<file path="src/rxt_pkg.sv">
// Package for the receiver timing, correction and clock-output registers.
// Assumes a byte-wide register port and a single 250 MHz clock domain.
`default_nettype none
package rxt_pkg;
	// Register offsets.
	localparam logic [7:0] ADDR_CORR_CTRL   = 8'h1A;
	localparam logic [7:0] ADDR_CORR_HIGH   = 8'h1B;
	localparam logic [7:0] ADDR_CORR_LOW    = 8'h1C;
	localparam logic [7:0] ADDR_ERR_HIGH    = 8'h1D;
	localparam logic [7:0] ADDR_ERR_LOW     = 8'h1E;
	localparam logic [7:0] ADDR_PRE_CFG     = 8'h1F;
	localparam logic [7:0] ADDR_RSSI_TO     = 8'h20;
	localparam logic [7:0] ADDR_PRE_TO      = 8'h21;
	localparam logic [7:0] ADDR_SYNC_TO     = 8'h22;
	localparam logic [7:0] ADDR_DELAY       = 8'h23;
	localparam logic [7:0] ADDR_OSC         = 8'h24;
	localparam logic [7:0] ADDR_SYNC_CFG    = 8'h27;
	localparam logic [7:0] ADDR_IRQ_STATUS  = 8'h3E;
	localparam logic [7:0] ADDR_IRQ_MASK    = 8'h3F;
	// Reset values.
	localparam logic [7:0] RST_PRE_CFG      = 8'hAA;
	localparam logic [2:0] RST_CLK_SEL      = 3'h7;
	localparam logic [1:0] RST_POLICY       = 2'h2;
	// Field positions.
	localparam int PRE_EN_BIT   = 7;
	localparam int PRE_LEN_LSB  = 5;
	localparam int CAL_BIT      = 3;
	localparam int CLR_BIT      = 1;
	localparam int POLICY_LSB   = 6;
	// Field codes.
	localparam logic [2:0] CLK_RC       = 3'h6;
	localparam logic [2:0] CLK_OFF      = 3'h7;
	localparam logic [1:0] POLICY_NOWAIT = 2'h1;
	localparam logic [1:0] POLICY_PLL    = 2'h2;
	localparam logic [1:0] LEN_RESERVED  = 2'h3;
	// Log2 of the bit periods per unit of the timeout and restart-delay settings.
	localparam int TIMEOUT_UNIT_LOG2 = 4;
	localparam int RESTART_UNIT_LOG2 = 2;
	// Interrupt status bit positions.
	localparam int IRQ_RSSI_TO  = 0;
	localparam int IRQ_PRE_TO   = 1;
	localparam int IRQ_SYNC_TO  = 2;
	localparam int IRQ_RESTART  = 3;
	localparam int IRQ_W        = 4;
	// Automatic restart sequencer states.
	typedef enum logic [1:0] {RS_IDLE, RS_DELAY, RS_PLL} rxt_rs_t;
endpackage : rxt_pkg
`default_nettype wire

</file>
<file path="src/rxt_wait_timer.sv">
// Bit-period wait timer used for receive timeouts and the restart delay.
// Assumes a one-cycle bit tick and start pulse; stop may be held high for many cycles.
`default_nettype none
module rxt_wait_timer
	import rxt_pkg::*;
#(
	parameter int UNIT_LOG2 = 4
)
(
	// Clock and reset.
	input  wire logic       clk,
	input  wire logic       rst,
	// Control.
	input  wire logic       tick,
	input  wire logic       start,
	input  wire logic       stop,
	input  wire logic [7:0] limit,
	// Expiry pulse.
	output logic            done
);
	typedef struct packed {
		logic        run;
		logic [11:0] count;
		logic        done;
	} rxt_timer_t;

	rxt_timer_t s;
	rxt_timer_t next_s;
	logic [11:0] target;

	// A zero setting never arms the timer, which is how it is disabled.
	assign target = {4'h0, limit} << UNIT_LOG2;

	// Restart wins over stop so a fresh entry always begins a full wait.
	always_comb
	begin
		next_s = s;
		next_s.done = 1'b0;
		if (start)
		begin
			next_s.run = (limit != 8'h00);
			next_s.count = 12'h000;
		end
		else if (s.run && stop)
			next_s.run = 1'b0;
		else if (s.run && tick)
		begin
			next_s.count = s.count + 12'h001;
			if (s.count + 12'h001 == target)
			begin
				next_s.done = 1'b1;
				next_s.run = 1'b0;
			end
		end
	end

	always_ff @(posedge clk)
	begin
		if (rst)
			s <= '0;
		else
			s <= next_s;
	end

	assign done = s.done;

	// Expiry only follows a counted tick while armed.
	property p_done_cause;
		@(posedge clk) disable iff (rst)
		s.done |-> $past(s.run) && $past(tick) && !$past(start);
	endproperty
	a_done_cause: assert property (p_done_cause)
		else $error("timer expired without a running count");

	// A stop while armed ends the wait silently.
	property p_stop_quiet;
		@(posedge clk) disable iff (rst)
		s.run && stop && !start |=> !s.run && !s.done;
	endproperty
	a_stop_quiet: assert property (p_stop_quiet)
		else $error("timer not stopped by its event");
endmodule : rxt_wait_timer
`default_nettype wire

</file>
<file path="src/rxt_regs.sv">
// Receiver timing, frequency correction and clock-output register bank.
// Assumes a byte register port, event pulses on this clock, rc_osc async.
// Functional notes
// The 16-bit signed correction is held in two byte registers and a write replaces the value in use.
// Software reads the error high byte first so both bytes come from one measurement.
// The error readout is a signed count of synthesizer frequency steps.
// The preamble detector runs only when enabled, except that gain control overrides it during its phase.
// The length code selects one, two or three preamble bytes, with code 11 reserved.
// A 5-bit field sets the tolerated chip errors over the length, four chips per bit.
// A nonzero RSSI setting raises a timeout after setting times 16 bit periods without an RSSI event.
// A nonzero preamble setting raises a timeout after setting times 16 bit periods without a preamble event.
// A nonzero sync setting raises a timeout after setting times 16 bit periods without a sync match.
// An automatic restart waits an extra setting times four bit periods first.
// Writing one to the calibration trigger starts RC calibration and the bit reads as zero.
// Software triggers RC calibration only in standby; the bank starts calibration on the trigger write in receive mode as well.
// The clock select drives the reference divided by 1 to 32, the RC clock, or nothing.
// Writing the clear bit in receive mode zeroes the correction, and the bit reads as zero.
// The restart policy selects off, restart at once, or restart after PLL lock, with 11 reserved.
// Each timeout restarts on every receive entry and stops silently on its event or on leaving receive.
// The bit period comes from the programmed bit rate so delays scale with it.
`default_nettype none
module rxt_regs
	import rxt_pkg::*;
(
	// Clock and reset.
	input  wire logic        clk,
	input  wire logic        rst,
	// Register port.
	input  wire logic [7:0]  addr,
	input  wire logic [7:0]  wdata,
	input  wire logic        wr,
	input  wire logic        rd,
	output logic      [7:0]  rdata,
	// Receiver status and events.
	input  wire logic        rx_mode,
	input  wire logic [15:0] bit_period_cycles,
	input  wire logic        rssi_event,
	input  wire logic        preamble_event,
	input  wire logic        sync_match_event,
	input  wire logic        valid_packet,
	input  wire logic        pll_locked,
	input  wire logic        agc_phase,
	input  wire logic        agc_detect_request,
	// Correction loop and error measurement.
	input  wire logic        afc_load,
	input  wire logic [15:0] afc_value,
	input  wire logic [15:0] freq_error_estimate,
	output logic      [15:0] freq_correction_value,
	// Preamble detector control.
	output logic             preamble_detect_run,
	output logic      [1:0]  preamble_bytes_required,
	output logic      [4:0]  preamble_chip_error_tolerance,
	// Receiver control and events.
	output logic             timeout_event,
	output logic             rx_restart,
	output logic             rc_calibrate_start,
	output logic             irq,
	// Clock output.
	input  wire logic        rc_osc,
	output logic             rc_osc_enable,
	output logic             aux_clock_pin
);
	typedef struct packed {
		logic [15:0]      corr;
		logic [7:0]       err_low;
		logic [7:0]       pre_cfg;
		logic [7:0]       rssi_lim;
		logic [7:0]       pre_lim;
		logic [7:0]       sync_lim;
		logic [7:0]       delay;
		logic [2:0]       clk_sel;
		logic [1:0]       policy;
		logic [IRQ_W-1:0] status;
		logic [IRQ_W-1:0] mask;
		logic [7:0]       rdata;
		logic             rx_prev;
		logic [15:0]      bit_cnt;
		logic             bit_tick;
		rxt_rs_t          rs;
		logic             restart;
		logic             cal;
		logic             timeout;
		logic             irq;
		logic             pre_run;
		logic [1:0]       pre_bytes;
		logic [2:0]       rc_sync;
		logic             rc_level;
		logic [5:0]       div;
		logic             aux;
		logic             rc_en;
	} rxt_state_t;

	rxt_state_t s;
	rxt_state_t next_s;

	logic rx_entry;
	logic rx_exit;
	logic rssi_done;
	logic pre_done;
	logic sync_done;
	logic delay_done;
	logic restart_req;
	logic delay_start;
	logic policy_on;

	// Receive entry rearms every timeout; leaving receive stops them.
	assign rx_entry = rx_mode && !s.rx_prev;
	assign rx_exit  = !rx_mode;
	assign policy_on = (s.policy == POLICY_NOWAIT)
		|| (s.policy == POLICY_PLL);
	assign restart_req = (s.rs == RS_IDLE) && valid_packet && policy_on;
	assign delay_start = restart_req && (s.delay != 8'h00);

	// Three receive timeouts counted in units of 16 bit periods.
	rxt_wait_timer #(.UNIT_LOG2(TIMEOUT_UNIT_LOG2)) u_rssi_timer (
		.clk   (clk),
		.rst   (rst),
		.tick  (s.bit_tick),
		.start (rx_entry),
		.stop  (rx_exit || rssi_event),
		.limit (s.rssi_lim),
		.done  (rssi_done)
	);

	rxt_wait_timer #(.UNIT_LOG2(TIMEOUT_UNIT_LOG2)) u_pre_timer (
		.clk   (clk),
		.rst   (rst),
		.tick  (s.bit_tick),
		.start (rx_entry),
		.stop  (rx_exit || preamble_event),
		.limit (s.pre_lim),
		.done  (pre_done)
	);

	rxt_wait_timer #(.UNIT_LOG2(TIMEOUT_UNIT_LOG2)) u_sync_timer (
		.clk   (clk),
		.rst   (rst),
		.tick  (s.bit_tick),
		.start (rx_entry),
		.stop  (rx_exit || sync_match_event),
		.limit (s.sync_lim),
		.done  (sync_done)
	);

	// Restart delay counted in units of four bit periods.
	rxt_wait_timer #(.UNIT_LOG2(RESTART_UNIT_LOG2)) u_delay_timer (
		.clk   (clk),
		.rst   (rst),
		.tick  (s.bit_tick),
		.start (delay_start),
		.stop  (1'b0),
		.limit (s.delay),
		.done  (delay_done)
	);

	// Next-state logic for registers, timebase, restart and clock output.
	always_comb
	begin
		next_s = s;
		next_s.rx_prev = rx_mode;
		next_s.rdata = 8'h00;
		next_s.restart = 1'b0;
		next_s.cal = 1'b0;

		// The bit timebase follows the programmed bit rate.
		next_s.bit_tick = 1'b0;
		if (s.bit_cnt + 16'h0001 >= bit_period_cycles)
		begin
			next_s.bit_cnt = 16'h0000;
			next_s.bit_tick = 1'b1;
		end
		else
			next_s.bit_cnt = s.bit_cnt + 16'h0001;

		// The correction loop updates first, so software has the last word.
		if (afc_load)
			next_s.corr = afc_value;

		// Register writes.
		if (wr)
		begin
			unique case (addr)
				ADDR_CORR_HIGH:  next_s.corr[15:8] = wdata;
				ADDR_CORR_LOW:   next_s.corr[7:0] = wdata;
				ADDR_CORR_CTRL:
					if (wdata[CLR_BIT] && rx_mode)
						next_s.corr = 16'h0000;
				ADDR_PRE_CFG:    next_s.pre_cfg = wdata;
				ADDR_RSSI_TO:    next_s.rssi_lim = wdata;
				ADDR_PRE_TO:     next_s.pre_lim = wdata;
				ADDR_SYNC_TO:    next_s.sync_lim = wdata;
				ADDR_DELAY:      next_s.delay = wdata;
				ADDR_OSC:
				begin
					next_s.cal = wdata[CAL_BIT];
					next_s.clk_sel = wdata[2:0];
				end
				ADDR_SYNC_CFG:
					next_s.policy = wdata[POLICY_LSB +: 2];
				ADDR_IRQ_MASK:   next_s.mask = wdata[IRQ_W-1:0];
				default:         next_s.rdata = 8'h00;
			endcase
		end

		// Register reads; the error low byte comes from the snapshot.
		if (rd)
		begin
			unique case (addr)
				ADDR_CORR_HIGH:  next_s.rdata = s.corr[15:8];
				ADDR_CORR_LOW:   next_s.rdata = s.corr[7:0];
				ADDR_ERR_HIGH:
				begin
					next_s.rdata = freq_error_estimate[15:8];
					next_s.err_low = freq_error_estimate[7:0];
				end
				ADDR_ERR_LOW:    next_s.rdata = s.err_low;
				ADDR_PRE_CFG:    next_s.rdata = s.pre_cfg;
				ADDR_RSSI_TO:    next_s.rdata = s.rssi_lim;
				ADDR_PRE_TO:     next_s.rdata = s.pre_lim;
				ADDR_SYNC_TO:    next_s.rdata = s.sync_lim;
				ADDR_DELAY:      next_s.rdata = s.delay;
				ADDR_OSC:        next_s.rdata = {5'h00, s.clk_sel};
				ADDR_SYNC_CFG:   next_s.rdata = {s.policy, 6'h00};
				ADDR_IRQ_STATUS: next_s.rdata = {4'h0, s.status};
				ADDR_IRQ_MASK:   next_s.rdata = {4'h0, s.mask};
				default:         next_s.rdata = 8'h00;
			endcase
		end

		// Preamble detector control; gain control overrides during its phase.
		next_s.pre_run = agc_phase ? agc_detect_request
			: s.pre_cfg[PRE_EN_BIT];
		unique case (s.pre_cfg[PRE_LEN_LSB +: 2])
			2'h0:         next_s.pre_bytes = 2'h1;
			2'h1:         next_s.pre_bytes = 2'h2;
			2'h2:         next_s.pre_bytes = 2'h3;
			LEN_RESERVED: next_s.pre_bytes = 2'h1;
		endcase

		// Automatic restart sequencer.
		unique case (s.rs)
			RS_IDLE:
				if (restart_req)
				begin
					if (s.delay != 8'h00)
						next_s.rs = RS_DELAY;
					else if (s.policy == POLICY_PLL)
						next_s.rs = RS_PLL;
					else
						next_s.restart = 1'b1;
				end
			RS_DELAY:
				if (delay_done)
				begin
					if (s.policy == POLICY_PLL)
						next_s.rs = RS_PLL;
					else
					begin
						next_s.restart = 1'b1;
						next_s.rs = RS_IDLE;
					end
				end
			RS_PLL:
				if (pll_locked)
				begin
					next_s.restart = 1'b1;
					next_s.rs = RS_IDLE;
				end
		endcase

		// Sticky status: write one to clear, a new event wins over the clear.
		if (wr && addr == ADDR_IRQ_STATUS)
			next_s.status = s.status & ~wdata[IRQ_W-1:0];
		next_s.status[IRQ_RSSI_TO] = next_s.status[IRQ_RSSI_TO] | rssi_done;
		next_s.status[IRQ_PRE_TO]  = next_s.status[IRQ_PRE_TO] | pre_done;
		next_s.status[IRQ_SYNC_TO] = next_s.status[IRQ_SYNC_TO] | sync_done;
		next_s.status[IRQ_RESTART] = next_s.status[IRQ_RESTART]
			| s.restart;
		next_s.timeout = rssi_done || pre_done || sync_done;
		next_s.irq = |(s.status & s.mask);

		// RC clock input: three stages, a change counts when the last agree.
		next_s.rc_sync = {s.rc_sync[1:0], rc_osc};
		if (s.rc_sync[1] == s.rc_sync[2])
			next_s.rc_level = s.rc_sync[2];

		// Divider stage 0 toggles every cycle and stands for the reference.
		next_s.div = s.div + 6'h01;
		next_s.rc_en = (s.clk_sel == CLK_RC);
		if (s.clk_sel == CLK_OFF)
			next_s.aux = 1'b0;
		else if (s.clk_sel == CLK_RC)
			next_s.aux = s.rc_level;
		else
			next_s.aux = s.div[s.clk_sel];
	end

	// State register.
	always_ff @(posedge clk)
	begin
		if (rst)
		begin
			s <= '0;
			s.pre_cfg <= RST_PRE_CFG;
			s.clk_sel <= RST_CLK_SEL;
			s.policy <= RST_POLICY;
			s.rs <= RS_IDLE;
		end
		else
			s <= next_s;
	end

	// Outputs come straight from the state register.
	assign rdata = s.rdata;
	assign freq_correction_value = s.corr;
	assign preamble_detect_run = s.pre_run;
	assign preamble_bytes_required = s.pre_bytes;
	assign preamble_chip_error_tolerance = s.pre_cfg[4:0];
	assign timeout_event = s.timeout;
	assign rx_restart = s.restart;
	assign rc_calibrate_start = s.cal;
	assign irq = s.irq;
	assign rc_osc_enable = s.rc_en;
	assign aux_clock_pin = s.aux;

	property p_cal_pulse;
		@(posedge clk) disable iff (rst)
		wr && addr == ADDR_OSC && wdata[CAL_BIT] |=> rc_calibrate_start;
	endproperty
	a_cal_pulse: assert property (p_cal_pulse)
		else $error("calibration trigger did not start calibration");

	property p_cal_reads_zero;
		@(posedge clk) disable iff (rst)
		rd && addr == ADDR_OSC |=> rdata[CAL_BIT] == 1'b0;
	endproperty
	a_cal_reads_zero: assert property (p_cal_reads_zero)
		else $error("calibration trigger read back as one");

	property p_corr_clear;
		@(posedge clk) disable iff (rst)
		wr && addr == ADDR_CORR_CTRL && wdata[CLR_BIT] && rx_mode
			|=> freq_correction_value == 16'h0000;
	endproperty
	a_corr_clear: assert property (p_corr_clear)
		else $error("correction not cleared in receive mode");

	property p_corr_write;
		@(posedge clk) disable iff (rst)
		wr && addr == ADDR_CORR_HIGH
			|=> freq_correction_value[15:8] == $past(wdata);
	endproperty
	a_corr_write: assert property (p_corr_write)
		else $error("correction high byte not replaced");

	property p_pre_enable;
		@(posedge clk) disable iff (rst)
		!rst && !agc_phase ##1 !agc_phase
			|-> preamble_detect_run == $past(s.pre_cfg[PRE_EN_BIT]);
	endproperty
	a_pre_enable: assert property (p_pre_enable)
		else $error("preamble detector does not follow its enable");

	property p_timeout_out;
		@(posedge clk) disable iff (rst)
		rssi_done || pre_done || sync_done |=> timeout_event;
	endproperty
	a_timeout_out: assert property (p_timeout_out)
		else $error("timeout expiry not reported");

	property p_clk_off;
		@(posedge clk) disable iff (rst)
		s.clk_sel == CLK_OFF ##1 s.clk_sel == CLK_OFF |=> !aux_clock_pin;
	endproperty
	a_clk_off: assert property (p_clk_off)
		else $error("clock output active while disabled");
endmodule : rxt_regs
`default_nettype wire

</file>
<file path="config.mk">
export PLATFORM = sky130hd
export DESIGN_NAME = rxt_regs
export DESIGN_NICKNAME = d
export VERILOG_FILES = /design/src/rxt_pkg.sv /design/src/rxt_wait_timer.sv /design/src/rxt_regs.sv
export SDC_FILE = /design/constraint.sdc
export NUM_CORES = 1
export LEC_CHECK = 0
export BUFFER_PORTS_ARGS = -buffer_cell sky130_fd_sc_hd__buf_2
export CAP_MARGIN = 10
export CORE_MARGIN = 4
export CORE_UTILIZATION = 55
export CTS_CLUSTER_SIZE = 28
export DETAILED_ROUTE_END_ITERATION = 6
export GPL_ROUTABILITY_DRIVEN = 0
export HOLD_SLACK_MARGIN = 0.12
export PLACE_DENSITY = 0.78
export SYNTH_ARGS = -nofsm -noshare
export SYNTH_HDL_FRONTEND = slang
export SYNTH_SLANG_ARGS = --single-unit
</file>
<file path="constraint.sdc">
create_clock -name clk -period 7.78 [get_ports clk]
set_clock_uncertainty 0.1 [all_clocks]
set_input_delay 1.167 -clock clk [delete_from_list [all_inputs] [get_ports clk]]
set_output_delay 1.167 -clock clk [all_outputs]
set_load 0.05 [all_outputs]
</file>
---- Word-level counts from Yosys, hierarchy flattened ----
Cells that the tools add are included.
storage, ports and cells
  flip-flop bits (word level) ............. 180
  latch bits .............................. 0
  RAM bits ................................ 0
  bits in read-only memories .............. 0
  input port bits ......................... 78
  output and inout port bits .............. 38
  logic and storage cells ................. 203
  memories ................................ 0
cells by class
  add/subtract/negate cells ............... 6
  $mul .................................... 0
  divide/modulo/power cells ............... 0
  magnitude comparators ................... 2
  eq/ne operators ......................... 32
  shift-type cells ........................ 0
  multiplexer cells ....................... 45
  bitwise operators ....................... 16
  reductions and logical operators ........ 63
operators by type and width
  operator                                                                number
  8-bit case mux with 13 select lines                                     1
  13-bit 2-to-1 mux                                                       7
  8-bit by 6-bit equality test with 1-bit output (second input constant)  8
  14-bit 2-to-1 mux                                                       4
  12-bit by 1-bit adder with 12-bit output (second input constant)        4
  8-bit by 5-bit equality test with 1-bit output (second input constant)  6
  16-bit 2-to-1 mux                                                       3
  12-bit equality test                                                    3
  8-bit case mux with 2 select lines                                      2
  2-bit AND reduction                                                     16
  8-bit nonzero test                                                      4
  3-bit nonzero test                                                      6
  1-bit 2-to-1 mux                                                        17
  16-bit by 1-bit adder with 16-bit output (second input constant)        1
  16-bit greater-or-equal comparator                                      1
  4-bit OR reduction                                                      4
  1-bit logical AND                                                       13
  12-bit by 10-bit equality test with 1-bit output                        1
  2-bit OR reduction                                                      5
  3-bit 2-to-1 mux                                                        3
  1-bit inverter                                                          9
  3-bit case mux with 3 select lines                                      1
  4-bit bitwise AND                                                       2
  2-bit equality test (second input constant)                             4
  21 further kinds                                                        39

---- Longest topological paths before layout ----
Gate-level depths: netlist of the first run.
  word-level depth ........................ 6
  depth in mapped cells ................... 13
  gate-level depth less buffers ........... 12

---- Cells and area by module ----
Synthesis of the first run repeated with hierarchy kept, for this count alone.
second synthesis, totals
  cells, all modules ...................... 1183
  area total of the unflattened synthesis .. 10297.4 sq um
modules (own cells, without submodules)
  module                            times used  cells each  area each (sq um)
  rxt_regs                          1           710         6334.8
  rxt_wait_timer (u_pre_timer ...)  3           118         1001.0
  rxt_wait_timer (u_delay_timer)    1           119         959.7

---- Worst setup path after synthesis of the first run ----
OpenSTA, ideal clock, no wires.
  path kind ............................... reg-to-reg
  start point ............................. register s[24] (netlist name)
  end point ............................... register s[29] (netlist name)
  setup time .............................. 0.076 ns
  arrival time ............................ 2.894 ns
  required time ........................... 7.604 ns
  setup slack ............................. 4.710 ns
  cell stages (with the launch flop) ...... 14
  buffers on the path ..................... 2
  clock period less this slack ............ 3.070 ns
  cells stage by stage .................... dfxtp_1 > and4_1 > and3_1 > nand4_1 > nor3_1 > xor2_1 > ha_1 > a21o_1 > a21o_1 > a21o_1 > or3_1 > clkbuf_1 > clkbuf_1 > a21boi_0
between the ends
  word-level cells in the longest chain between the ends .. 3
RTL lines
  what                                        RTL line                          RTL
  start: declaration                          rxt_regs.sv:93                    rxt_state_t s;
  start signal: assignment                    rxt_regs.sv:310                   s <= next_s;
  16-bit by 1-bit adder with 16-bit output *  rxt_regs.sv:167, rxt_regs.sv:173
  16-bit greater-or-equal comparator          rxt_regs.sv:167                   if (s.bit_cnt + 16'h0001 >= bit_period_cycles)
  2-bit OR reduction (no source line)         n/a
Every way passes the cells marked *; elsewhere a longest branch is shown, timed or not.
A chain may end at the register's enable or synchronous reset.

---- Worst setup path after layout of the first run ----
  start point ............................. register s[24] (netlist name)
  end point ............................... register s[31] (netlist name)
The elaborated chain is that of the path after synthesis.

==> results.txt, run 1 <==
The run finished with clean final reports. The Yosys step of the flow raised 0 warnings. TritonCTS built the clock tree. The relative slew slack was 0.337; the die area was 0.0198 mm2.

In the final design database the tool counted 1280 nets. The core region is 0.0173 mm2. In this run, synthesis produced a sequential element count of 180. Relative to the synthesized area, the layout overhead comes to 10.2%. The wire length per cell after detailed routing is 17.2 um. Walking the worst path, the cells encountered are and4_1, and3_1, nand4_1, nor3_1, xor2_1, ha_1, a21o_1, a21o_1, a21o_1, and4b_1, o21ai_0, buf_4, a21boi_0. Buffers inserted to repair hold after CTS numbered 0.

Dominant register cell in the synthesized netlist: sky130_fd_sc_hd__dfxtp_1. The largest total area in the synthesized netlist belongs to sky130_fd_sc_hd__dfxtp_1. STA classifies the critical path endpoint as a flop.

The tree is rooted in a sky130_fd_sc_hd__clkbuf_16. The combined global-route utilization of all metal layers is 0.240. The worst setup path is launched from a flop. The initial cell density of the core is 0.561, and the share of the synthesized area in the top cell type is 0.371. In this run the remaining antenna-violating nets after routing total 0.

The longest clock path from root to sink contains 2 buffers. The number of setup buffers added after CTS is 0. The final worst-path setup slack is 4300 ps, and the worst slack at placement is 4250 ps. The logs give 67 for the unique cell type count in the Yosys netlist and 0 for the final hold violation count. The share of flip-flops with an asynchronous set or reset after synthesis works out to 0. The number of levels the H-tree was split into is 4, and the wire length of the first global-routing pass is 38.9 mm.

After detailed routing, the total wire length is 24.3 mm. The tools report the final instance area as 0.0107 mm2. The sequential-to-total area share from yosys stat was 0.371; the mean post-synth cell area was 8.60 um2. The top-level port count is 116. The number of nets in the synthesized netlist was 1235; the height of the die was 141 um. For the pin with the worst max-slew slack, the measured transition is 995 ps.

The adder-cell share of the synthesized area was 0.0361. The ratio of total power to cell area is 186 mW/mm2, and the critical path data arrival time is 3740 ps. The via density per instance is 5.89, and the clock network latency to the later pin of the worst-skew pair is 440 ps.

Data required time of the worst path: 8040 ps. The total overflow left after global routing is 0. Max-cap violations in this run came to 0. Sorting the synthesized cells by area gives the leading types as sky130_fd_sc_hd__dfxtp_1, sky130_fd_sc_hd__mux2i_1, sky130_fd_sc_hd__nor2_1, sky130_fd_sc_hd__xnor2_1, sky130_fd_sc_hd__xor2_1.

Counting every instance in the synthesized netlist gives 1129. Standard cell with the maximum stage delay on the critical path: sky130_fd_sc_hd__dfxtp_1. For this block, the initial DRC count from the detailed router was 665. The run gives 0.000549 W as the net switching power.

The initialized floorplan defines 48 standard-cell rows. Most used cell along the critical path: sky130_fd_sc_hd__a21o_1. Portion of total power attributed to sequential cells: 0.481. Power share of the clock group: 0.422. Post-synthesis simple-gate area fraction: 0.218. The xor/xnor share of the synthesized area is 0.0857. The analysis attributes to cell leakage a power of 4.47 nW.

The setup TNS was 0 ps; the horizontal die dimension was 141 um. In this run, synthesis inferred 0 flip-flops with an integrated enable. The most frequently used cell type in the post-synthesis netlist is sky130_fd_sc_hd__dfxtp_1. The run gives 17 as the number of CTS-inserted buffers.

The highest cell delay on the worst timing path was 410 ps. The minimum hold slack was 339 ps; the number of antenna violations at the first check in global routing was 1. The highest net fanout along the worst path is 12, and the number of endpoints failing setup at the final stage is 0. The tools report the netlist area before placement as 0.00971 mm2. The cell family with the largest share of critical-path delay was simple AND/OR/NAND/NOR gates.

The final-report max-slew violation count was 0; the post-synthesis compound-gate area fraction was 0.128. The maximum number of pins on one net before global-route repair was 96. After clock tree synthesis, the clock-pin slew on the worst setup and hold paths is 80 ps. The share of cell area taken by muxes after synthesis was 0.0980. The sum of internal, switching and leakage power is 0.00199 W, and the area of placed instances is 0.0101 mm2. The combinational share of power was 0.097. After layout, the minimum clock period comes to 3480 ps.

The min-delay analysis places its worst path in the category flop to flop. Main combinational cell family by area after synthesis: simple AND/OR/NAND/NOR gates. The first TritonRoute pass finished after 5 iterations. After detailed routing, the number of remaining DRC violations is 0. The repair_antennas step left the layout with diodes totalling 0. The switching share of power is 0.276. The share of layout cells above drive strength 1 came out at 0.159. The critical path is of the flop to flop type. Setup repair after global routing left no endpoint under its margin. The worst supply voltage drop on vdd is 0.000165 V, and the peak clock frequency supported by timing is 0.288 GHz. The total buffers and inverters traversed by the critical path was 1; the share of the clock period used by the worst path was 0.447. The internal power of the cells totals 0.00144 W.

For this block, the via count after detailed routing is 8314. After synthesis, the most frequently instantiated cells are sky130_fd_sc_hd__dfxtp_1, sky130_fd_sc_hd__nor2_1, sky130_fd_sc_hd__nand2_1, sky130_fd_sc_hd__mux2i_1. For the via count of the first global-routing pass, the log shows 7647. Clock tree synthesis found a total of 180 sinks. Once the clock tree was built, the resizer swapped 0 gates to a different size.

The number of input and output port buffers inserted is 115, and the sum of net half-perimeters after detailed placement is 17.5 mm.
[state kept, by name (all words and copies together) (netlist names), 5 cells and up]
name and count:
freq_correction_value 16, preamble_chip_error_tolerance 5, rdata 8, s 84
u_delay_timer.s 13, u_pre_timer.s 13, u_rssi_timer.s 13, u_sync_timer.s 13
[cell usage in the layout, fill, tap and decap left out, types with 4 or more instances in the layout]
cell and instances:
sky130_fd_sc_hd__a211oi_1 7, sky130_fd_sc_hd__a21boi_0 16, sky130_fd_sc_hd__a21o_1 9, sky130_fd_sc_hd__a21oi_1 44
sky130_fd_sc_hd__a221oi_1 6, sky130_fd_sc_hd__a22o_1 5, sky130_fd_sc_hd__a22oi_1 25, sky130_fd_sc_hd__a31oi_1 9
sky130_fd_sc_hd__a32oi_1 4, sky130_fd_sc_hd__and3_1 14, sky130_fd_sc_hd__and4_1 4, sky130_fd_sc_hd__buf_2 114
sky130_fd_sc_hd__buf_4 5, sky130_fd_sc_hd__clkbuf_16 17, sky130_fd_sc_hd__dfxtp_1 180, sky130_fd_sc_hd__ha_1 28
sky130_fd_sc_hd__inv_1 32, sky130_fd_sc_hd__inv_6 5, sky130_fd_sc_hd__inv_8 4, sky130_fd_sc_hd__mux2_2 18
sky130_fd_sc_hd__mux2i_1 68, sky130_fd_sc_hd__nand2_1 75, sky130_fd_sc_hd__nand3_1 54, sky130_fd_sc_hd__nand4_1 27
sky130_fd_sc_hd__nor2_1 155, sky130_fd_sc_hd__nor2b_1 14, sky130_fd_sc_hd__nor3_1 14, sky130_fd_sc_hd__nor4_1 17
sky130_fd_sc_hd__nor4b_1 5, sky130_fd_sc_hd__o211ai_1 5, sky130_fd_sc_hd__o21ai_0 30, sky130_fd_sc_hd__or3_1 15
sky130_fd_sc_hd__xnor2_1 54, sky130_fd_sc_hd__xor2_1 41
[final timing paths]
kind	startpoint	to	slack [ps]	cells past startpoint
setup / recovery	s[24]$_SDFF_PP0_	s[31]$_SDFF_PP0_	4300	13
hold / removal	next_s[10]$_SDFF_PP0_	next_s[11]$_SDFF_PP0_	340	1
setup reg to reg	s[24]$_SDFF_PP0_	s[31]$_SDFF_PP0_	4300	13
hold reg to reg	next_s[10]$_SDFF_PP0_	next_s[11]$_SDFF_PP0_	340	1
[final cells by class]
class / instances / area (um2)
Clock buffer: 17 / 425
Clock inverter: 15 / 160
Fill cell: 1464 / 6600
Inverter: 32 / 120
Multi-Input combinational cell: 824 / 5500
Sequential cell: 180 / 3600
Tap cell: 225 / 282
Timing Repair Buffer: 119 / 608
[per-layer routing]
metal,up-vias,share of wire,global-route usage
met5,-,0.00029,0
met4,2,0.027,0.0892
met3,54,0.076,0.0461
met2,344,0.46,0.389
met1,3842,0.44,0.319
li1,4072,-,-
[logic make-up after synthesis]
kind of cell	count (synthesis)
xor+xnor	95
mux	89
compound gates	185
fa+ha+maj	28
flops	180
simple gates	427
buf+inv	125
[power by group through the flow]
| stage | combinational [W] | sequential [W] | clock, W |
|---|---|---|---|
| after global placement | 0.000186 | 0.000979 | 0 |
| after detailed placement | 0.000192 | 0.000979 | 0 |
| after CTS | 0.000193 | 0.000958 | 0.000852 |
| after floorplan | 0.000137 | 0.000975 | 0 |
| final | 0.000193 | 0.000958 | 0.000840 |
| after global routing | 0.000214 | 0.000960 | 0.000893 |
[per-stage QoR]
step,utilization,cells
after CTS,0.618,1412
after global routing,0.618,1412
after floorplan,-,1129
after detailed placement,0.585,1380
final,0.618,1412
after global placement,0.585,1380
Note: power is estimated with default switching activity, not from simulation.
==> run 2: changes to the inputs <==
Settings changed: CORE_UTILIZATION 55 to 53, PLACE_DENSITY 0.78 to 0.79.
Clock period 7.78 ns to 2.8 ns, I/O delays scaled along.
==> results.txt, run 2 (synthesis results as in run 1) <==
The logs give 1322 (+3.3%) for the final layout net count and 768 (+15%) for the violation count after the first detailed-routing iteration. The final reports fail on setup timing. The top cell types in the final layout, fill and taps aside, are sky130_fd_sc_hd__dfxtp_1, sky130_fd_sc_hd__nor2_1, sky130_fd_sc_hd__buf_2, sky130_fd_sc_hd__nand2_1, sky130_fd_sc_hd__mux2i_1.

The run gives 180 (unchanged) as the clock net sink count. The run gives 25.9 mm (+6.7%) as the aggregate routed wire length. The library cell used most frequently in the layout, excluding fill and tap cells, is sky130_fd_sc_hd__dfxtp_1.

The number of flip-flops under the largest register name is 84 (unchanged). The root buffer cell is sky130_fd_sc_hd__clkbuf_16. The transition time at the pin with the least slew margin is 632 ps (-363 ps). The combined global-route utilization of all metal layers was 0.247 (+0.00696); the height of the die was 143 um (+1.8%).

The ratio of total power to cell area is 513 mW/mm2 (+180%), and the wire length of the first global-routing pass is 40.8 mm (+4.9%). For the clock network latency to the later pin of the worst-skew pair, the log shows 430 ps (about the same). The clock period minus worst slack is 3020 ps (-457 ps).

The path class of the tightest hold or removal check is input port to flop. Clock slew at the register clock pins of the worst setup and hold paths: 70 ps (about the same). The flow ran to the end, but the final reports show violations.

The tools report the area of the core as 0.0180 mm2 (+3.9%). Ranked by flip-flop count, first place goes to s. STA classifies the critical path startpoint as a flop.

The final hold violation count is 0 (unchanged), and the minimum hold slack is 129 ps (-211 ps). The via count of the first global-routing pass was 8093 (+5.8%); the sum of net half-perimeters after detailed placement was 18.5 mm (+5.6%). The initial cell density of the core is 0.540 (-0.0208), and the number of endpoints failing setup at the final stage is 16 (+16). The die area is 0.0205 mm2 (+3.6%).

The count of nets left with antenna violations after detail routing is 0 (unchanged), and the peak clock frequency supported by timing is 0.331 GHz (+15%). The horizontal die dimension came out at 143 um (+1.8%). The tools report the number of levels the H-tree was split into as 4 (unchanged). TritonCTS built the clock tree. The number of input and output port buffers inserted was 115 (unchanged); the layout overhead on the synthesized area was 15.0%. Wire length per cell after detailed routing: 17.8 um (+3.4%). The top-level port count came out at 116 (unchanged). The run gives 0 (unchanged) as the max capacitance violation total.

The worst slack at placement is -255 ps (-4500 ps). The number of antenna violations at the first check in global routing was 0 (-1); the final-report max-slew violation count was 0 (unchanged). The setup TNS came out at -2930 ps (-2930 ps). The highest net fanout along the worst path is 8 (-4). The worst supply voltage drop on vdd is 0.000415 V (+150%), and the critical path data arrival time is 3280 ps (-460 ps). Setup repair after global routing could not meet its margin everywhere. STA classifies the critical path endpoint as a flop.

The detailed-route DRC error count is 0 (unchanged), and the relative slew slack is 0.579 (+0.242). For the final worst-path setup slack, the log shows -220 ps (-4520 ps). For the number of rows in the core area, the log shows 49 (+2.1%).

The run gives 4.71 nW (+5.5%) as the leakage power of the design. The share of the clock period used by the worst path is 1.08 (+0.632), and the maximum number of pins on one net before global-route repair is 35 (-64%). The register-to-register setup slack was -220 ps (-4520 ps); the number of detailed-route iterations in the first pass was 5 (unchanged). The maximum number of buffers from clock root to sink came out at 2 (unchanged). The worst setup path is of the flop to flop kind. The run gives 3060 ps (-4980 ps) as the data required time of the worst path. The share of layout cells above drive strength 1 works out to 0.203 (+0.0442). The via density per instance was 5.93 (+0.67%). The number of CTS-inserted buffers came out at 17 (unchanged). The tools report the total overflow reported by the global router as 0 (unchanged). The number of inserted diodes was 0 (unchanged); the number of vias after detailed routing was 8642 (+3.9%).
run 2: cell count changes in the layout (fill, tap and decap cells not counted), sizes merged:
cell	change
bufinv	+3
dlygate4sd3	+1
inv	-6
clkinvlp	+2
clkinv	-3
clkbuf	+4
buf	+41
run 2: final cells by class:
| class | instances | area, um2 |
|---|---|---|
| repair buffers | 161 | 953 |
| well taps | 229 | 287 |
| clock inverters | 11 | 150 |
| flip-flops and latches | 180 | 3610 |
| inverters | 32 | 120 |
| clock buffers | 21 | 450 |
| multi-input cells | 824 | 5590 |
| fillers | 1470 | 6800 |
run 2: path summary, 6_finish.rpt:
| path | from | endpoint | cells after the start |
|---|---|---|---|
| setup / recovery | s[25]$_SDFF_PP0_ | s[24]$_SDFF_PP0_ | 13 |
| hold / removal | sync_match_event | u_sync_timer.done$_SDFF_PP0_ | 2 |
| setup reg to reg | s[25]$_SDFF_PP0_ | s[24]$_SDFF_PP0_ | 13 |
| hold reg to reg | next_s[10]$_SDFF_PP0_ | next_s[11]$_SDFF_PP0_ | 1 |
run 2: metal layers:
layer,vias to the layer above,share of wire,track usage
li1,4157,-,-
met1,4071,0.43,0.320
met2,354,0.47,0.413
met3,60,0.072,0.0519
met4,0,0.025,0.0828
met5,-,0,0
run 2: timing repair:
item	4_1_cts	5_1_grt
hold endpoints to repair	1	0
hold buffers	1	0
pin swaps	5	12
cloned	1	0
setup buffers	6	2
endpoints found under the setup margin	17	17
gates resized for setup	23	8
run 2: power by group:
group | leakage (nW) | total (W) | switching, W | internal (W)
logic | 2.96 | 0.000616 | 0.000374 | 0.000242
registers | 1.46 | 0.00266 | 0.0000436 | 0.00261
clock network | 0.288 | 0.00245 | 0.00102 | 0.00144
total | 4.71 | 0.00572 | 0.00143 | 0.00429
run 2: metrics by stage:
stage,cell area [um2],cells,power (W),utilization
5_1_grt,11200,1458,0.00591,0.621
3_3_place_gp,10400,1416,0.00328,0.578
6_report,11200,1458,0.00572,0.621
4_1_cts,11100,1456,0.00574,0.620
3_5_place_dp,10400,1416,0.00330,0.578
2_1_floorplan,9730,1129,0.00310,-
run 2: critical path: stages, from the launching register on:
cell and delay [ps]:
sky130_fd_sc_hd__dfxtp_2 330, sky130_fd_sc_hd__and4_4 230, sky130_fd_sc_hd__and3_4 180, sky130_fd_sc_hd__nand4_1 140
sky130_fd_sc_hd__buf_4 210, sky130_fd_sc_hd__buf_4 140, sky130_fd_sc_hd__nor2_2 130, sky130_fd_sc_hd__xor2_1 240
sky130_fd_sc_hd__ha_1 290, sky130_fd_sc_hd__a21o_1 220, sky130_fd_sc_hd__and4b_1 300, sky130_fd_sc_hd__o21ai_2 100
sky130_fd_sc_hd__buf_6 170, sky130_fd_sc_hd__a21boi_0 150
==> run 3: changes to the inputs <==
Settings changed: BUFFER_PORTS_ARGS -buffer_cell sky130_fd_sc_hd__buf_2 to default, CORE_UTILIZATION 53 to 55, DONT_BUFFER_PORTS from default to 1, PLACE_DENSITY 0.79 to 0.75.
==> results.txt, run 3 (synthesis results as in run 1) <==
Relative to the synthesized area, the layout overhead comes to 11.0%. The clock slew at the register clock pins of the worst setup and hold paths is 70 ps (about the same), and the setup TNS is -2030 ps (+900 ps). The tightest min-delay check is of the input port to flop type. The height of the die is 141 um (-1.7%). TritonCTS built the clock tree. The number of input and output port buffers inserted works out to 0 (-100%). The root buffer cell was sky130_fd_sc_hd__clkbuf_16. The number of levels the H-tree was split into was 4 (unchanged); the depth of the worst register-to-register path was 12 (-1). Counting flops per register, the top entry is s. For the aggregate routed wire length, the log shows 25.2 mm (-2.6%).

Walking the worst path, the cells encountered are and4_1, and3_4, nand4_1, nor3_2, xor2_1, ha_1, a21o_1, a21o_1, a21o_1, or3_4, buf_6, a21boi_2. The tools report the area of the core as 0.0173 mm2 (-3.7%). The type of element capturing the critical path is a flop. The most common cell after layout, fill and taps aside is sky130_fd_sc_hd__dfxtp_1. Register-to-register setup slack: -160 ps (+70 ps). Setup repair after global routing could not meet its margin everywhere. For the worst supply voltage drop on vdd, the log shows 0.000405 V (-2.5%). For the final worst-path setup slack, the log shows -155 ps (+65.4 ps). The final hold violation count is 0 (unchanged), and the violation count after the first detailed-routing iteration is 771 (+0.39%). The clock net sink count is 180 (unchanged). The top cell types in the final layout, fill and taps aside, are sky130_fd_sc_hd__dfxtp_1, sky130_fd_sc_hd__nor2_1, sky130_fd_sc_hd__nand2_1, sky130_fd_sc_hd__mux2i_1. The number of detailed-route iterations in the first pass is 5 (unchanged), and the number of flip-flops under the largest register name is 84 (unchanged).

The share of layout cells above drive strength 1 was 0.117 (-0.0867); the wire length per cell after detailed routing was 18.6 um (+4.6%). The highest cell delay on the worst timing path works out to 400 ps (+70 ps). The number of stages on the worst hold path is 3 (+1), and the via count of the first global-routing pass is 7676 (-5.2%).

The most numerous cell type found on the critical path is sky130_fd_sc_hd__a21o_1. Data required time of the worst path: 3070 ps (about the same). The highest net fanout along the worst path was 8 (unchanged); the initial cell density of the core was 0.561 (+0.0208). The share of the clock period used by the worst path was 1.06 (-0.0234). Core utilization of the finished layout: 0.623 (+0.00125).

Broken down by cell family, the worst path's largest delay share belongs to simple AND/OR/NAND/NOR gates. The worst hold path begins at rssi_event. The logs give 1 (+1) for the number of antenna violations at the first check in global routing and 0 (unchanged) for the detailed-route DRC error count.

For the critical path data arrival time, the log shows 3220 ps (-60 ps). The checks that failed: setup timing. The final-report max-slew violation count came out at 0 (unchanged). The category of the worst setup path launch point is a flop. Total buffers and inverters traversed by the critical path: 1 (-2). The path with the worst hold slack has its endpoint at u_rssi_timer.s[13]$_SDFFE_PP0P_. The run gives 0.0198 mm2 (-3.4%) as the die area. The logs give 40.0 mm (-2.0%) for the wire length of the first global-routing pass and 0 (unchanged) for the total overflow reported by the global router. The number of rows in the core area is 48 (-2.0%), and the horizontal die dimension is 141 um (-1.7%). The final standard cell count with taps included and fillers excluded is 1357 (-6.9%). The maximum number of pins on one net before global-route repair was 92 (+160%). The number of vias after detailed routing is 8226 (-4.8%).

The flow ran to the end, but the final reports show violations. The run gives 1290 (-8.9%) as the cell total after placement. Endpoint of the most critical register-to-register path: s[25]$_SDFF_PP0_. For the combined global-route utilization of all metal layers, the log shows 0.249 (+0.00176).

The ratio of total power to cell area came out at 518 mW/mm2 (+0.99%). Via density per instance: 6.06 (+2.3%). The relative slew slack was 0.475 (-0.104); the path length in cells of the critical path was 12 (-1). The max capacitance violation total was 0 (unchanged); the final layout net count was 1224 (-7.4%).

The top-level port count was 116 (unchanged); the peak clock frequency supported by timing was 0.338 GHz (+2.2%). The critical path in this run is classified as flop to flop. The tools report the number of endpoints failing setup at the final stage as 17 (+1).

The sum of net half-perimeters after detailed placement was 17.3 mm (-6.2%). The transition time at the pin with the least slew margin was 788 ps (+156 ps); the maximum number of buffers from clock root to sink was 2 (unchanged). The tools report the beginning of the worst register-to-register path as s[24]$_SDFF_PP0_. The clock network latency to the later pin of the worst-skew pair was 440 ps (about the same). Standard cell with the maximum stage delay on the critical path: sky130_fd_sc_hd__or3_4. The clock period minus worst slack is 2960 ps (-65.4 ps), and the count of nets left with antenna violations after detail routing is 0 (unchanged). The leakage power of the design is 4.28 nW (-9.2%), and the number of CTS-inserted buffers is 17 (unchanged).
run 3: changes by cell type in the layout (fill, tap and decap cells not counted), sizes merged:
cell | previous run | this run
inv | 35 | 39
diode | 0 | 1
bufinv | 3 | 1
buf | 160 | 34
clkbuf | 21 | 18
clkinvlp | 2 | 1
dlygate4sd3 | 1 | 29
clkinv | 3 | 5
run 3: worst max path at each step:
stage / start / to / slack, ps
6_report: s[24]$_SDFF_PP0_ / s[25]$_SDFF_PP0_ / -160
3_5_place_dp: s[25]$_SDFF_PP0_ / s[25]$_SDFF_PP0_ / -230
2_1_floorplan: s[25]$_SDFF_PP0_ / s[22]$_SDFF_PP0_ / -150
5_1_grt: s[24]$_SDFF_PP0_ / s[25]$_SDFF_PP0_ / -310
3_3_place_gp: s[25]$_SDFF_PP0_ / s[25]$_SDFF_PP0_ / -70
4_1_cts: s[24]$_SDFF_PP0_ / s[25]$_SDFF_PP0_ / -70
run 3: through the flow:
stage          power, W  instance area (um2)  hold WS [ps]  setup slack (ps)
5_1_grt         0.00576                10800           134              -307
6_report        0.00558                10800           126              -155
3_5_place_dp    0.00314                 9740           325              -225
3_3_place_gp    0.00313                 9740           322             -72.4
2_1_floorplan   0.00310                 9730           314              -147
4_1_cts         0.00560                10700           120             -70.8
run 3: worst min-delay path, stage by stage:
cell	delay [ps]
sky130_fd_sc_hd__nor2b_1	40
sky130_fd_sc_hd__nand3_1	70
sky130_fd_sc_hd__o21ai_0	80
run 3: power breakdown:
group	internal (W)	leakage, nW	switching (W)
clock	0.00128	0.289	0.00110
combinational	0.000228	2.53	0.000262
sequential	0.00261	1.46	0.0000962
total	0.00412	4.28	0.00146
run 3: metal layers:
layer  GRT usage  share of wire  wire length [um]  vias up
li1            -              -                 -     3956
met1       0.326           0.42             10700     3875
met2       0.400           0.46             11700      331
met3      0.0492          0.079              2000       64
met4       0.109          0.034               858        0
met5           0              0                 0        -
run 3: timing repair:
item / in CTS / in global routing
pin swaps: 5 / 6
cloned: 2 / 0
resized for setup: 20 / 20
buffers inserted: 2 / 1
hold buffers: 30 / 1
hold endpoints to repair: 107 / 1
endpoints found under the setup margin: 16 / 18
run 3: area by class of cell:
cell class | instances | area (um2)
sequential | 180 | 3610
fill | 1417 | 6530
timing repair buffer | 63 | 584
inverter | 32 | 120
clock buffer | 18 | 439
tap | 225 | 282
multi-input combinational | 824 | 5590
antenna | 1 | 2.50
clock inverter | 14 | 141
